===== config.mk =====
export PLATFORM = sky130hd
export DESIGN_NAME = sar_conversion_sequencer
export DESIGN_NICKNAME = d
export VERILOG_FILES = /design/src/sar_pkg.sv /design/src/sar_conversion_sequencer.sv /design/src/pin_sync.sv
export SDC_FILE = /design/constraint.sdc
export NUM_CORES = 1
export LEC_CHECK = 0
export ABC_AREA = 0
export BUFFER_PORTS_ARGS = -buffer_cell sky130_fd_sc_hd__buf_4
export CAP_MARGIN = 20
export CORE_UTILIZATION = 50
export CTS_CLUSTER_DIAMETER = 40
export DETAILED_ROUTE_END_ITERATION = 7
export PLACE_DENSITY = 0.71
export SLEW_MARGIN = 20
export SYNTH_ARGS = -nofsm -noshare
export SYNTH_HDL_FRONTEND = slang
export SYNTH_SLANG_ARGS = --single-unit

===== constraint.sdc =====
create_clock -name clk_sys_i -period 3.5 [get_ports clk_sys_i]
set_input_delay 0.175 -clock clk_sys_i [delete_from_list [all_inputs] [get_ports clk_sys_i]]
set_output_delay 0.175 -clock clk_sys_i [all_outputs]
set_load 0.05 [all_outputs]

===== src/sar_pkg.sv =====
package sar_pkg;

  // ----------------------------------------------------------------
  // word layout and sequence
  // ----------------------------------------------------------------
  localparam int RESULT_W = 16;
  localparam int LAST_STEP = 16;
  localparam logic [15:0] FIRST_TRIAL = 16'h8000;
  localparam logic [15:0] CLEAR_WORD = 16'h0000;

  // ----------------------------------------------------------------
  // timing
  // ----------------------------------------------------------------
  localparam int SYS_CLK_HZ = 200_000_000;
  localparam int SYS_PERIOD_NS = 5;
  localparam int GATED_CLK_HZ = 1_600_000;
  localparam int STATUS_LEAD_NS = 20;
  // least time, rounded up to whole system cycles
  localparam int STATUS_LEAD_CYC =
    (STATUS_LEAD_NS + SYS_PERIOD_NS - 1) / SYS_PERIOD_NS;

  // ----------------------------------------------------------------
  // sequencer states, gray along idle-armed-run-finish
  // ----------------------------------------------------------------
  typedef enum logic [1:0] {
    ST_IDLE = 2'h0,
    ST_ARMED = 2'h1,
    ST_RUN = 2'h3,
    ST_FINISH = 2'h2
  } seq_state_type;

endpackage


===== src/sar_conversion_sequencer.sv =====
`timescale 1ns/1ps

// Function
// - resolve 16 bits by successive approximation, msb first, lsb last
// - register feeds result pins and dac; keep or drop on comparator
// - busy rises on trigger and stays high while converting
// - busy releases gated clock; it runs 17 cycles per full conversion
// - trigger trailing edge initializes register and clock gate; status is set on the leading edge
// - first step sets msb trial; next step decides msb, trials bit two
// - decide-then-trial-next repeats until lsb decided at step sixteen
// - after last decision busy clears, marking result valid
// - busy clear regates clock, held low until next conversion
// - result bits change on rising edges of gated clock
// - result pins are negative true, one driven low
// - codes are complementary straight or offset binary by range
// - final result valid at least 20 ns before busy falls
// - short-cycle low after step n ends conversion after bit n
// - 8 to 15 bit short cycles; open input gives full 16 bits
module sar_conversion_sequencer
  import sar_pkg::*;
#(
  parameter int CLK_HZ = SYS_CLK_HZ,
  parameter int BIT_CLK_HZ = GATED_CLK_HZ
) (
  // system
  input wire logic clk_sys_i,
  input wire logic reset_i,
  // host side
  input wire logic convert_start_i,
  output logic busy_o,
  // converter side
  input wire logic comparator_i,
  input wire logic short_cycle_n_i,
  output logic [RESULT_W-1:0] dac_code_o,
  output logic [RESULT_W-1:0] result_o,
  output logic gated_clk_o
);

  // ----------------------------------------------------------------
  // gated clock period in system cycles
  // ----------------------------------------------------------------
  localparam int PERIOD_CYC = CLK_HZ / BIT_CLK_HZ;
  localparam int HIGH_CYC = PERIOD_CYC / 2;
  localparam int PHASE_W = $clog2(PERIOD_CYC);
  localparam logic [PHASE_W-1:0] PHASE_LAST = PHASE_W'(PERIOD_CYC - 1);
  localparam logic [PHASE_W-1:0] PHASE_HIGH = PHASE_W'(HIGH_CYC);
  localparam logic [4:0] STEP_LAST = 5'(LAST_STEP);
  localparam logic [2:0] LEAD_LAST = 3'(STATUS_LEAD_CYC - 1);

  typedef struct packed {
    seq_state_type state;
    logic [PHASE_W-1:0] phase;
    logic [4:0] step;
    logic [RESULT_W-1:0] approximation_register;
    logic [2:0] lead;
    logic busy;
    logic gclk;
  } seq_type;

  seq_type seq_reg;
  seq_type seq_next;

  logic start_rise;
  logic start_fall;
  logic comp_level;
  logic short_level;

  // ----------------------------------------------------------------
  // pin synchronisers
  // ----------------------------------------------------------------
  pin_sync start_sync (
    .clk_sys_i(clk_sys_i),
    .reset_i(reset_i),
    .pin_i(convert_start_i),
    .level_o(),
    .rise_o(start_rise),
    .fall_o(start_fall)
  );

  pin_sync comp_sync (
    .clk_sys_i(clk_sys_i),
    .reset_i(reset_i),
    .pin_i(comparator_i),
    .level_o(comp_level),
    .rise_o(),
    .fall_o()
  );

  pin_sync short_sync (
    .clk_sys_i(clk_sys_i),
    .reset_i(reset_i),
    .pin_i(short_cycle_n_i),
    .level_o(short_level),
    .rise_o(),
    .fall_o()
  );

  // ----------------------------------------------------------------
  // bit edit at one gated clock rise
  // ----------------------------------------------------------------
  function automatic logic [RESULT_W-1:0] step_word(
    input logic [RESULT_W-1:0] word,
    input logic [4:0] step,
    input logic keep
  );
    logic [RESULT_W-1:0] res;
    logic [4:0] dec;
    res = word;
    dec = 5'(RESULT_W) - step;
    if (step == 5'h00) begin
      res = FIRST_TRIAL;
    end else begin
      res[dec[3:0]] = keep;
      if (step != STEP_LAST) begin
        res[dec[3:0] - 4'h1] = 1'b1;
      end
    end
    return res;
  endfunction

  // ----------------------------------------------------------------
  // sequencer
  // ----------------------------------------------------------------
  always_comb begin
    seq_next = seq_reg;
    case (seq_reg.state)
      ST_IDLE: begin
        if (start_rise) begin
          seq_next.busy = 1'b1;
          seq_next.state = ST_ARMED;
        end
      end
      ST_ARMED: begin
        // trailing edge starts the run; clock gate opens here
        if (start_fall) begin
          seq_next.state = ST_RUN;
          seq_next.step = 5'h00;
          seq_next.phase = '0;
          seq_next.gclk = 1'b1;
          seq_next.approximation_register = step_word(
            seq_reg.approximation_register, 5'h00, 1'b0);
        end
      end
      ST_RUN: begin
        // comparator settles a whole period before it is judged
        if (seq_reg.phase == PHASE_LAST) begin
          if (seq_reg.step == STEP_LAST || !short_level) begin
            seq_next.state = ST_FINISH;
            seq_next.lead = '0;
          end else begin
            seq_next.step = seq_reg.step + 5'h01;
            seq_next.phase = '0;
            seq_next.gclk = 1'b1;
            seq_next.approximation_register = step_word(
              seq_reg.approximation_register, seq_reg.step + 5'h01,
              comp_level);
          end
        end else begin
          seq_next.phase = seq_reg.phase + 1'b1;
          if (seq_reg.phase + 1'b1 == PHASE_HIGH) begin
            seq_next.gclk = 1'b0;
          end
        end
      end
      ST_FINISH: begin
        // hold result steady before busy drops
        seq_next.gclk = 1'b0;
        if (seq_reg.lead == LEAD_LAST) begin
          seq_next.busy = 1'b0;
          seq_next.state = ST_IDLE;
        end else begin
          seq_next.lead = seq_reg.lead + 3'h1;
        end
      end
      default: begin
        seq_next = '0;
      end
    endcase
  end

  always_ff @(posedge clk_sys_i) begin
    if (reset_i) begin
      seq_reg <= '0;
    end else begin
      seq_reg <= seq_next;
    end
  end

  // ----------------------------------------------------------------
  // outputs
  // ----------------------------------------------------------------
  // codes are complementary; the analog range picks binary flavour
  assign dac_code_o = seq_reg.approximation_register;
  assign result_o = ~seq_reg.approximation_register;
  assign busy_o = seq_reg.busy;
  assign gated_clk_o = seq_reg.gclk;

  // ----------------------------------------------------------------
  // checks
  // ----------------------------------------------------------------
  logic [4:0] rise_cnt;
  logic gclk_d;

  always_ff @(posedge clk_sys_i) begin
    if (reset_i) begin
      rise_cnt <= 5'h00;
      gclk_d <= 1'b0;
    end else begin
      gclk_d <= seq_reg.gclk;
      if (seq_reg.state == ST_IDLE) begin
        rise_cnt <= 5'h00;
      end else if (seq_reg.gclk && !gclk_d) begin
        rise_cnt <= rise_cnt + 5'h01;
      end
    end
  end
endmodule // sar_conversion_sequencer


===== src/pin_sync.sv =====
`timescale 1ns/1ps

module pin_sync (
  // clock and reset
  input wire logic clk_sys_i,
  input wire logic reset_i,
  // pin side
  input wire logic pin_i,
  // synchronised side
  output logic level_o,
  output logic rise_o,
  output logic fall_o
);

  typedef struct packed {
    logic meta;
    logic sync;
    logic last;
  } sync_type;

  sync_type sync_reg;
  sync_type sync_next;

  // meta is read only by the second stage
  always_comb begin
    sync_next = sync_reg;
    sync_next.meta = pin_i;
    sync_next.sync = sync_reg.meta;
    sync_next.last = sync_reg.sync;
  end

  always_ff @(posedge clk_sys_i) begin
    if (reset_i) begin
      sync_reg <= '0;
    end else begin
      sync_reg <= sync_next;
    end
  end

  assign level_o = sync_reg.sync;
  assign rise_o = sync_reg.sync & ~sync_reg.last;
  assign fall_o = ~sync_reg.sync & sync_reg.last;

endmodule // pin_sync


==> flow_metrics.tcl, run 1 <==
set metrics [dict create \
    cp_num_buf_inv 1 \
    worstSkewPairLatency_ns 0.31 \
    synth_top_cell_area_share 0.280 \
    dieHeight_microns 79.5 \
    cts-resized-gates 0 \
    swShare 0.263 \
    yosys.area.top_type "dfxtp_1" \
    die_w_microns 79.5 \
    finalSetupViolCount 0 \
    track_usage 0.231 \
    initial_core_util 0.532 \
    synthFlopType "dfxtp_1" \
    dr_total_vias 2777 \
    p_sw_uw 230 \
    muxShareOfSynthArea 0.0138 \
    crit_cells 7 \
    synth-seq-cells 42 \
    netlist_instances 379 \
    p_int_uw 644 \
    critPathCaptureType "flop" \
    avgSynthCellArea_sq_um 7.92 \
    cts_sinks 42 \
    crit_path_max_incr_delay_ns 0.64 \
    hold_ws_ns 0.0722 \
    synthArstFlopShare 0 \
    cp_cell_sequence "inv_1, ha_1, nor3b_1, xor2_1, nor2_1, mux2_2, o311a_1" \
    cp_max_fo 15 \
    critical_path_arrival_ns 3.03 \
    timing.final.crit_period_ns 2.83 \
    dieArea_sq_um 6320 \
    synth_nets 396 \
    wl_microns 7120 \
    place_congestion 0.866 \
    drt-initial-drc-count 334 \
    hold_class "in2reg" \
    r2r_start "seq_reg[22]" \
    worstSetupPathType "reg2reg" \
    power_leakage_nw 1.22 \
    largest_register_ffs 17 \
    crit_required_ns 3.71 \
    path_clk_slew_ns 0.09 \
    crit_path_start_kind "flop" \
    synth_area_leaders "dfxtp_1, ha_1, buf_4, a21oi_1, a211oi_1" \
    report.final.slew_viol_count 0 \
    power.density_nw_per_um2 266 \
    comb_power_share 0.049 \
    yosysSeqAreaShare 0.280 \
    r2r_slack_ns 0.67 \
    yosys-top-cells-count "dfxtp_1, nor2_1, inv_1" \
    synth_edf_count 0 \
    htree_levels 2 \
    worst_slew_pin_slew_ns 0.796 \
    ios 39 \
    place_area_sq_um 3190 \
    cts_buffers 5 \
    dp_hpwl_microns 5140 \
    layout.nets 404 \
    first_pass_iters 5 \
    ys_types 64 \
    ctsHoldBuffers 0 \
    synth_xor_area_frac 0.0321 \
    skew_ns 0.0132 \
    grt-ovfl-total 0 \
    cts_tree "built" \
    synthAdderAreaFrac 0.0500 \
    final_area_sq_um 3290 \
    synth_warnings 0 \
    max_freq_mhz 354 \
    synthToLayoutAreaGrowth_pct 9.55 \
    io_buffers 38 \
    cts-root-buf "clkbuf_8" \
    drc 0 \
    hold_viol 0 \
    power_uw 873 \
    synth-simple-area-share 0.240 \
    grt_pass1_wl_microns 11500 \
    critPathLaunch "seq_reg[22]" \
    grt_pass1_vias 2509 \
    syn_area_sq_um 3000 \
    antenna_found_initial 0 \
    power_frac_clock 0.387 \
    irDropWorstVdd_uv 303 \
    slew_headroom 0.466 \
    reg2reg_to "dac_code_o[15]" \
    post-synth-top-count-cell "dfxtp_1" \
    status "finished clean" \
    post-cts-setup-buffer-count 0 \
    grt_max_degree 32 \
    crit_family "flip-flops" \
    setup_tns_ns 0 \
    num_rows 27 \
    seqPwrFrac 0.564 \
    wl_per_cell_microns 15.5 \
    clock_path_buffers 2 \
    critPathSlowestCell "dfxtp_1" \
    rsz0062_at_grt "false" \
    detail-route-antenna-nets 0 \
    synth_compound_area_frac 0.272 \
    maxCapViolCount 0 \
    diodes 0 \
    avgViaCountPerCell 6.04 \
    drive_gt1_frac 0.162 \
    setup.worst_path.end "dac_code_o[15]" \
    synth_top_family_by_area "compound AO/OA/AOI/OAI gates" \
    core_sq_um 5640 \
    reg2reg_depth 7 \
    period_share 0.807 \
]
power groups by stage:
stage	logic, mW	registers (mW)	clock network, mW
2_1_floorplan	0.0293	0.504	0
3_3_place_gp	0.0421	0.504	0
3_5_place_dp	0.0436	0.504	0
4_1_cts	0.0438	0.492	0.346
5_1_grt	0.0475	0.494	0.362
6_report	0.0431	0.493	0.338
cells by family (layout without fill, tap and decap cells):
kind of cell,count (synthesis),after routing
simple gates,125,125
compound gates,113,113
buf+inv,72,81
flops,42,42
fa+ha+maj,12,12
xor+xnor,11,11
mux,4,4
per-stage QoR:
stage | std cells | util | worst slack [ns]
3_5_place_dp | 452 | 0.566 | 0.704
3_3_place_gp | 452 | 0.566 | 0.841
2_1_floorplan | 379 | - | 0.800
4_1_cts | 460 | 0.583 | 0.700
5_1_grt | 460 | 0.583 | 0.386
6_report | 460 | 0.583 | 0.675
cell type report:
cell class / instances / area [sq um]
Clock inverter: 3 / 25.0
Timing Repair Buffer: 44 / 330
Clock buffer: 5 / 68.8
Fill cell: 528 / 2350
Inverter: 29 / 109
Tap cell: 72 / 90.1
Multi-Input combinational cell: 265 / 1820
Sequential cell: 42 / 841
per-layer routing:
layer | routed length [microns] | GRT usage
met1 | 3250 | 0.297
met2 | 3450 | 0.389
met3 | 347 | 0.0366
met4 | 75 | 0.0782
met5 | 0 | 0
worst register-to-register path: stages, from the launching register on:
cell and delay (ns):
dfxtp_1 0.64, inv_1 0.20, ha_1 0.45, nor3b_1 0.38, xor2_1 0.37, nor2_1 0.10, mux2_2 0.28, o311a_1 0.32
worst min-delay path by stage:
stage                                from                 endpoint  slack, ns  cells after the start
after global routing      convert_start_i  start_sync.sync_next[1]       0.07                      2
final                        comparator_i   comp_sync.sync_next[1]       0.07                      2
after floorplan              comparator_i   comp_sync.sync_next[1]       0.30                      1
after global placement       comparator_i   comp_sync.sync_next[1]       0.38                      2
after CTS                 convert_start_i  start_sync.sync_next[1]       0.08                      2
after detailed placement  convert_start_i  start_sync.sync_next[1]       0.40                      2
layout by cell type, fill, tap and decap left out, drive strengths merged, types with 10 or more instances in the layout:
cell,synthesis,layout
inv,28,29
nor2,29,29
nand2,25,25
buf,23,44
nand3,10,10
nor2b,12,12
a211oi,17,17
ha,12,12
dfxtp,42,42
o21ai,15,15
a21oi,23,23
(Power assumes the default switching activity.)
==> inputs of run 2 (changes only) <==
- ABC_AREA: 0 -> 1
- PLACE_DENSITY: 0.71 -> 0.74
- clock period: 3.5 -> 2.3 ns (I/O delays scaled with it)
==> run 2 against run 1 <==
- register-to-register slack lost 0.43 ns
- fmax grew 38%
- critical path depth grew 6
- clock skew shrank 0.0091 ns
- die area shrank 4.5%
- routed wire length shrank 14%
- worst setup slack lost 0.43 ns
- count of clock-buffer cells in the layout is the same
- area after synthesis shrank 4.6%
- combinational power grew to 31 times the previous value
- first-iteration DRC count shrank 51%
- largest power group is now combinational logic
==> flow_metrics.tcl, run 2 <==
set metrics [dict create \
    synthAdderAreaFrac 0.0524 \
    critPathCaptureType "flop" \
    synth_top_family_by_area "simple AND/OR/NAND/NOR gates" \
    place_congestion 0.912 \
    die_w_microns 77.7 \
    setup.worst_path.end "dac_code_o[10]" \
    track_usage 0.216 \
    critical_path_arrival_ns 2.29 \
    synth_nets 436 \
    synth-simple-area-share 0.359 \
    drt-initial-drc-count 164 \
    yosys.area.top_type "dfxtp_1" \
    ios 39 \
    worstSetupPathType "reg2reg" \
    cts-root-buf "clkbuf_8" \
    grt_max_degree 40 \
    cp_max_fo 13 \
    reg2reg_depth 13 \
    num_rows 27 \
    synth_compound_area_frac 0.130 \
    power.density_nw_per_um2 868 \
    cts_tree "built" \
    antenna_found_initial 0 \
    r2r_slack_ns 0.25 \
    maxCapViolCount 0 \
    avgViaCountPerCell 5.06 \
    wl_microns 6140 \
    ys_types 33 \
    synth_edf_count 0 \
    synth-seq-cells 42 \
    layout_common_cells "nand2_1, inv_1, nand3_1, dfxtp_1, buf_4" \
    hold_viol 0 \
    core_sq_um 5510 \
    slew_headroom 0.666 \
    crit_path_max_incr_delay_ns 0.45 \
    crit_required_ns 2.54 \
    power_mw 2.72 \
    ctsHoldBuffers 0 \
    synth_xor_area_frac 0.0122 \
    detail-route-antenna-nets 0 \
    post-synth-top-count-cell "nand2_1" \
    dieArea_sq_um 6030 \
    cts_buffers 5 \
    path_common_cell "nand2_1" \
    clock_path_buffers 2 \
    critPathLaunch "seq_reg[22]" \
    layout.nets 451 \
    status "finished clean" \
    muxShareOfSynthArea 0 \
    grt-ovfl-total 0 \
    period_share 0.893 \
    finalSetupViolCount 0 \
    reg2reg_to "dac_code_o[10]" \
    crit_cells 13 \
    final_common_cell "nand2_1" \
    power_leakage_nw 1.35 \
    cp_num_buf_inv 2 \
    cts_sinks 42 \
    wl_per_cell_microns 12.1 \
    path_clk_slew_ns 0.09 \
    crit_family "simple AND/OR/NAND/NOR gates" \
    setup_tns_ns 0 \
    diodes 0 \
    initial_core_util 0.520 \
    synthToLayoutAreaGrowth_pct 9.26 \
    post-cts-setup-buffer-count 0 \
    cts-resized-gates 0 \
    drive_gt1_frac 0.214 \
    cp_cell_sequence "inv_1, ha_1, inv_1, nand2_1, a21oi_2, nand2_2, nand2_2, nand3_1, nand2_1, nand2_1, nand2_1, nand2_1, a21oi_1" \
    rsz0062_at_grt "false" \
    max_freq_mhz 487 \
    synthFlopType "dfxtp_1" \
    worst_slew_pin_slew_ns 0.501 \
    netlist_instances 419 \
    synth_area_leaders "dfxtp_1, nand2_1, nand3_1, inv_1, ha_1" \
    dieHeight_microns 77.7 \
    grt_pass1_vias 2292 \
    synth_top_cell_area_share 0.294 \
    largest_register_ffs 17 \
    drc 0 \
    r2r_start "seq_reg[22]" \
    critPathSlowestCell "dfxtp_1" \
    avgSynthCellArea_sq_um 6.84 \
    synthArstFlopShare 0 \
    io_buffers 38 \
    dr_total_vias 2564 \
    syn_area_sq_um 2860 \
    crit_path_start_kind "flop" \
    timing.final.crit_period_ns 2.05 \
    report.final.slew_viol_count 0 \
    synth_warnings 0 \
    irDropWorstVdd_uv 435 \
    dp_hpwl_microns 4330 \
    hold_class "in2reg" \
    yosysSeqAreaShare 0.294 \
    skew_ns 0.00410 \
    yosys-top-cells-count "nand2_1, inv_1, nand3_1" \
    first_pass_iters 4 \
    worstSkewPairLatency_ns 0.30 \
    grt_pass1_wl_microns 10500 \
    htree_levels 2 \
]
[run 2: changes by cell type in the layout (fill, tap and decap cells not counted), moves of 7 or more]
| cell | delta |
|---|---|
| nor2b_1 | -12 |
| nor2_1 | -10 |
| nand4_1 | +12 |
| nand2_2 | +9 |
| o21ai_0 | -7 |
| a21oi_2 | +14 |
| a211oi_1 | -14 |
| nand3_1 | +35 |
| inv_1 | +23 |
| nand2_1 | +84 |
[run 2: kinds of logic after synthesis]
group / after synthesis
AOI/OAI and AO/OA: 56
xor gates and xnor gates: 4
adders and majority gates: 12
buffers and inverters: 90
DFF: 42
and+or+nand+nor: 215
[run 2: worst register-to-register path, cell delays in order (launching register included)]
cell     delay [ns]
dfxtp_1        0.45
inv_1          0.16
ha_1           0.31
inv_1          0.06
nand2_1        0.08
a21oi_2        0.18
nand2_2        0.10
nand2_2        0.21
nand3_1        0.11
nand2_1        0.07
nand2_1        0.04
nand2_1        0.05
nand2_1        0.05
a21oi_1        0.11
[run 2: worst min path at each step]
stage | from | to | slack (ns) | depth (start not counted)
CTS | convert_start_i | start_sync.sync_next[1] | 0.02 | 3
global route | short_cycle_n_i | short_sync.sync_next[1] | 0.03 | 3
floorplan | comparator_i | comp_sync.sync_next[1] | 0.22 | 2
detailed placement | convert_start_i | start_sync.sync_next[1] | 0.34 | 3
global placement | comparator_i | comp_sync.sync_next[1] | 0.31 | 3
finish | convert_start_i | start_sync.sync_next[1] | 0.02 | 3
[run 2: layer usage]
metal / GRT usage / vias up / part of all wire
met3: 0.0400 / 6 / 0.056
met1: 0.288 / 1134 / 0.48
met2: 0.350 / 62 / 0.45
met5: 0 / - / 0
li1: - / 1362 / -
met4: 0.0679 / 0 / 0.011
[run 2: final cells by class]
| class | instances | area, sq um |
|---|---|---|
| fill | 560 | 2380 |
| multi-input combinational | 287 | 1590 |
| sequential | 42 | 841 |
| timing repair buffer | 40 | 300 |
| inverter | 58 | 223 |
| tap | 72 | 90.1 |
| clock buffer | 5 | 68.8 |
| clock inverter | 3 | 21.3 |
[run 2: report_power, final]
group | total [mW] | switching (mW) | internal (mW)
Clock | 0.496 | 0.282 | 0.214
Combinational | 1.33 | 0.940 | 0.386
Sequential | 0.897 | 0.0927 | 0.804
Total | 2.72 | 1.31 | 1.40
[run 2: through the flow]
step	setup WS, ns	hold slack [ns]	std cells	util	instance area, sq um
6_report	0.246	0.0197	507	0.568	3130
5_1_grt	0.0170	0.0281	507	0.568	3130
4_1_cts	0.245	0.0190	507	0.568	3130
3_5_place_dp	0.302	0.337	499	0.552	3040
3_3_place_gp	0.378	0.315	499	0.552	3040
2_1_floorplan	0.409	0.222	419	-	2860
==> inputs of run 3 (changes only) <==
- CTS_BUF_LIST: not set -> sky130_fd_sc_hd__clkbuf_2
- SKIP_CTS_REPAIR_TIMING: not set -> 1
==> run 3 against run 2 <==
- clock skew is 0.00077 ns lower
- final area is 0.44% lower
- critical path type unchanged
- combinational power hardly changed
- largest power group unchanged
- die area stayed put
- clock power is 30% lower
- non-clock buffer count is 3 higher
- via count is 1.6% higher
- highest routed layer unchanged
- worst setup slack better by 0.0016 ns
- fmax hardly changed
- sequential share of layout area is 0.12 points higher
- routed wire length is 0.37% higher
==> flow_metrics.tcl, run 3 (synthesis results as in run 2) <==
set metrics [dict create \
    critical_path_arrival_ns 2.43 \
    place_congestion 0.912 \
    grt.met3_usage 0.0435 \
    rsz0062_at_grt "false" \
    power_mw 2.57 \
    hold_ws_ns 0.115 \
    fill_cells 566 \
    cts_buffers 5 \
    worstSkewPairLatency_ns 0.41 \
    cts_sinks 42 \
    hold_viol 0 \
    fin_cells 510 \
    htree_levels 2 \
    largest_register_ffs 17 \
    dr_total_vias 2604 \
    grt_pass1_vias 2283 \
    drt-initial-drc-count 163 \
    power_leakage_nw 1.35 \
    power.density_nw_per_um2 826 \
    first_pass_iters 4 \
    diodes 0 \
    cp_max_fo 13 \
    use_met1 0.288 \
    grt_pass1_wl_microns 10400 \
    synthToLayoutAreaGrowth_pct 8.78 \
    dp_hpwl_microns 4330 \
    drive_gt1_frac 0.212 \
    path_clk_slew_ns 0.24 \
    final_common_cell "nand2_1" \
    crit_path_start_kind "flop" \
    max_freq_mhz 487 \
    antenna_found_initial 0 \
    grt_max_degree 40 \
    crit_required_ns 2.68 \
    report.final.slew_viol_count 0 \
    core_sq_um 5510 \
    initial_core_util 0.520 \
    layout.nets 454 \
    dieHeight_microns 77.7 \
    cts-root-buf "clkbuf_2" \
    comb_power_share 0.516 \
    multi_input_area_sq_um 1590 \
    regArea_sq_um 841 \
    seqPwrFrac 0.349 \
    timing.final.crit_period_ns 2.05 \
    wl_microns 6170 \
    status "finished clean" \
    ios 39 \
    setup_tns_ns 0 \
    avgViaCountPerCell 5.11 \
    p_sw_mw 1.30 \
    period_share 0.892 \
    worst_slew_pin_slew_ns 0.506 \
    wl_per_cell_microns 12.1 \
    p_int_mw 1.27 \
    grt-ovfl-total 0 \
    power_frac_clock 0.135 \
    final_area_sq_um 3120 \
    detail-route-antenna-nets 0 \
    drc 0 \
    dp_cells 499 \
    cts_tree "built" \
    layout_common_cells "nand2_1, inv_1, nand3_1, dfxtp_1, buf_4" \
    irDropWorstVdd_uv 411 \
    slew_headroom 0.663 \
    grt-busiest-layer "met2" \
    maxCapViolCount 0 \
    io_buffers 38 \
    worstSetupPathType "reg2reg" \
    swShare 0.507 \
    die_w_microns 77.7 \
    num_rows 27 \
    clock_path_buffers 2 \
    track_usage 0.214 \
    critPathCaptureType "flop" \
    finalSetupViolCount 0 \
    use_met2 0.343 \
    skew_ns 0.00333 \
    hold_class "in2reg" \
    dieArea_sq_um 6030 \
    place_area_sq_um 3040 \
]
==> run 3: changes by cell type in the layout (fill, tap and decap cells not counted), sizes merged <==
cell,change
dlygate4sd3,+3
==> run 3: worst max-delay path, cell delays in order (launching register included) <==
cell	delay, ns
dfxtp_1	0.50
inv_1	0.16
ha_1	0.31
inv_1	0.06
nand2_1	0.08
inv_1	0.08
nand2_2	0.07
nand2_2	0.10
nand2_2	0.17
o21ai_1	0.16
nand2_1	0.08
nand2_1	0.07
nand2_1	0.06
a21oi_2	0.12
==> run 3: final timing paths <==
check                          start                      to  slack [ns]  depth (start not counted)
min                          reset_i  start_sync.sync_reg[0]        0.12                          2
min reg2reg  start_sync.sync_next[1]      start_sync.level_o        0.42                          2
max                      seq_reg[22]           dac_code_o[0]        0.25                         13
max reg2reg              seq_reg[22]           dac_code_o[0]        0.25                         13
==> run 3: power by group through the flow <==
stage / Sequential (mW) / Clock, mW / Combinational, mW
after global routing: 0.910 / 0.383 / 1.47
after detailed placement: 0.913 / 0 / 1.31
after CTS: 0.898 / 0.360 / 1.32
after global placement: 0.912 / 0 / 1.29
after floorplan: 0.930 / 0 / 1.08
final: 0.899 / 0.347 / 1.33
==> run 3: stage by stage <==
stage | worst slack, ns | util
2_1_floorplan | 0.409 | -
3_3_place_gp | 0.378 | 0.552
3_5_place_dp | 0.302 | 0.552
4_1_cts | 0.242 | 0.560
5_1_grt | 0.00552 | 0.566
6_report | 0.248 | 0.566
==> run 3: cell type report <==
type                            instances  share of cell area
Multi-Input combinational cell        287               0.509
Tap cell                               72              0.0289
Clock buffer                            5             0.00803
Inverter                               58              0.0715
Sequential cell                        42               0.270
Timing Repair Buffer                   43               0.106
Clock inverter                          3             0.00683
==> run 3: layer usage <==
layer  part of all wire  vias up  routed length, microns
li1                   -     1367                       -
met1               0.45     1144                    2790
met2               0.46       89                    2810
met3              0.084        4                     520
met4             0.0073        0                      45
met5                  0        -                       0
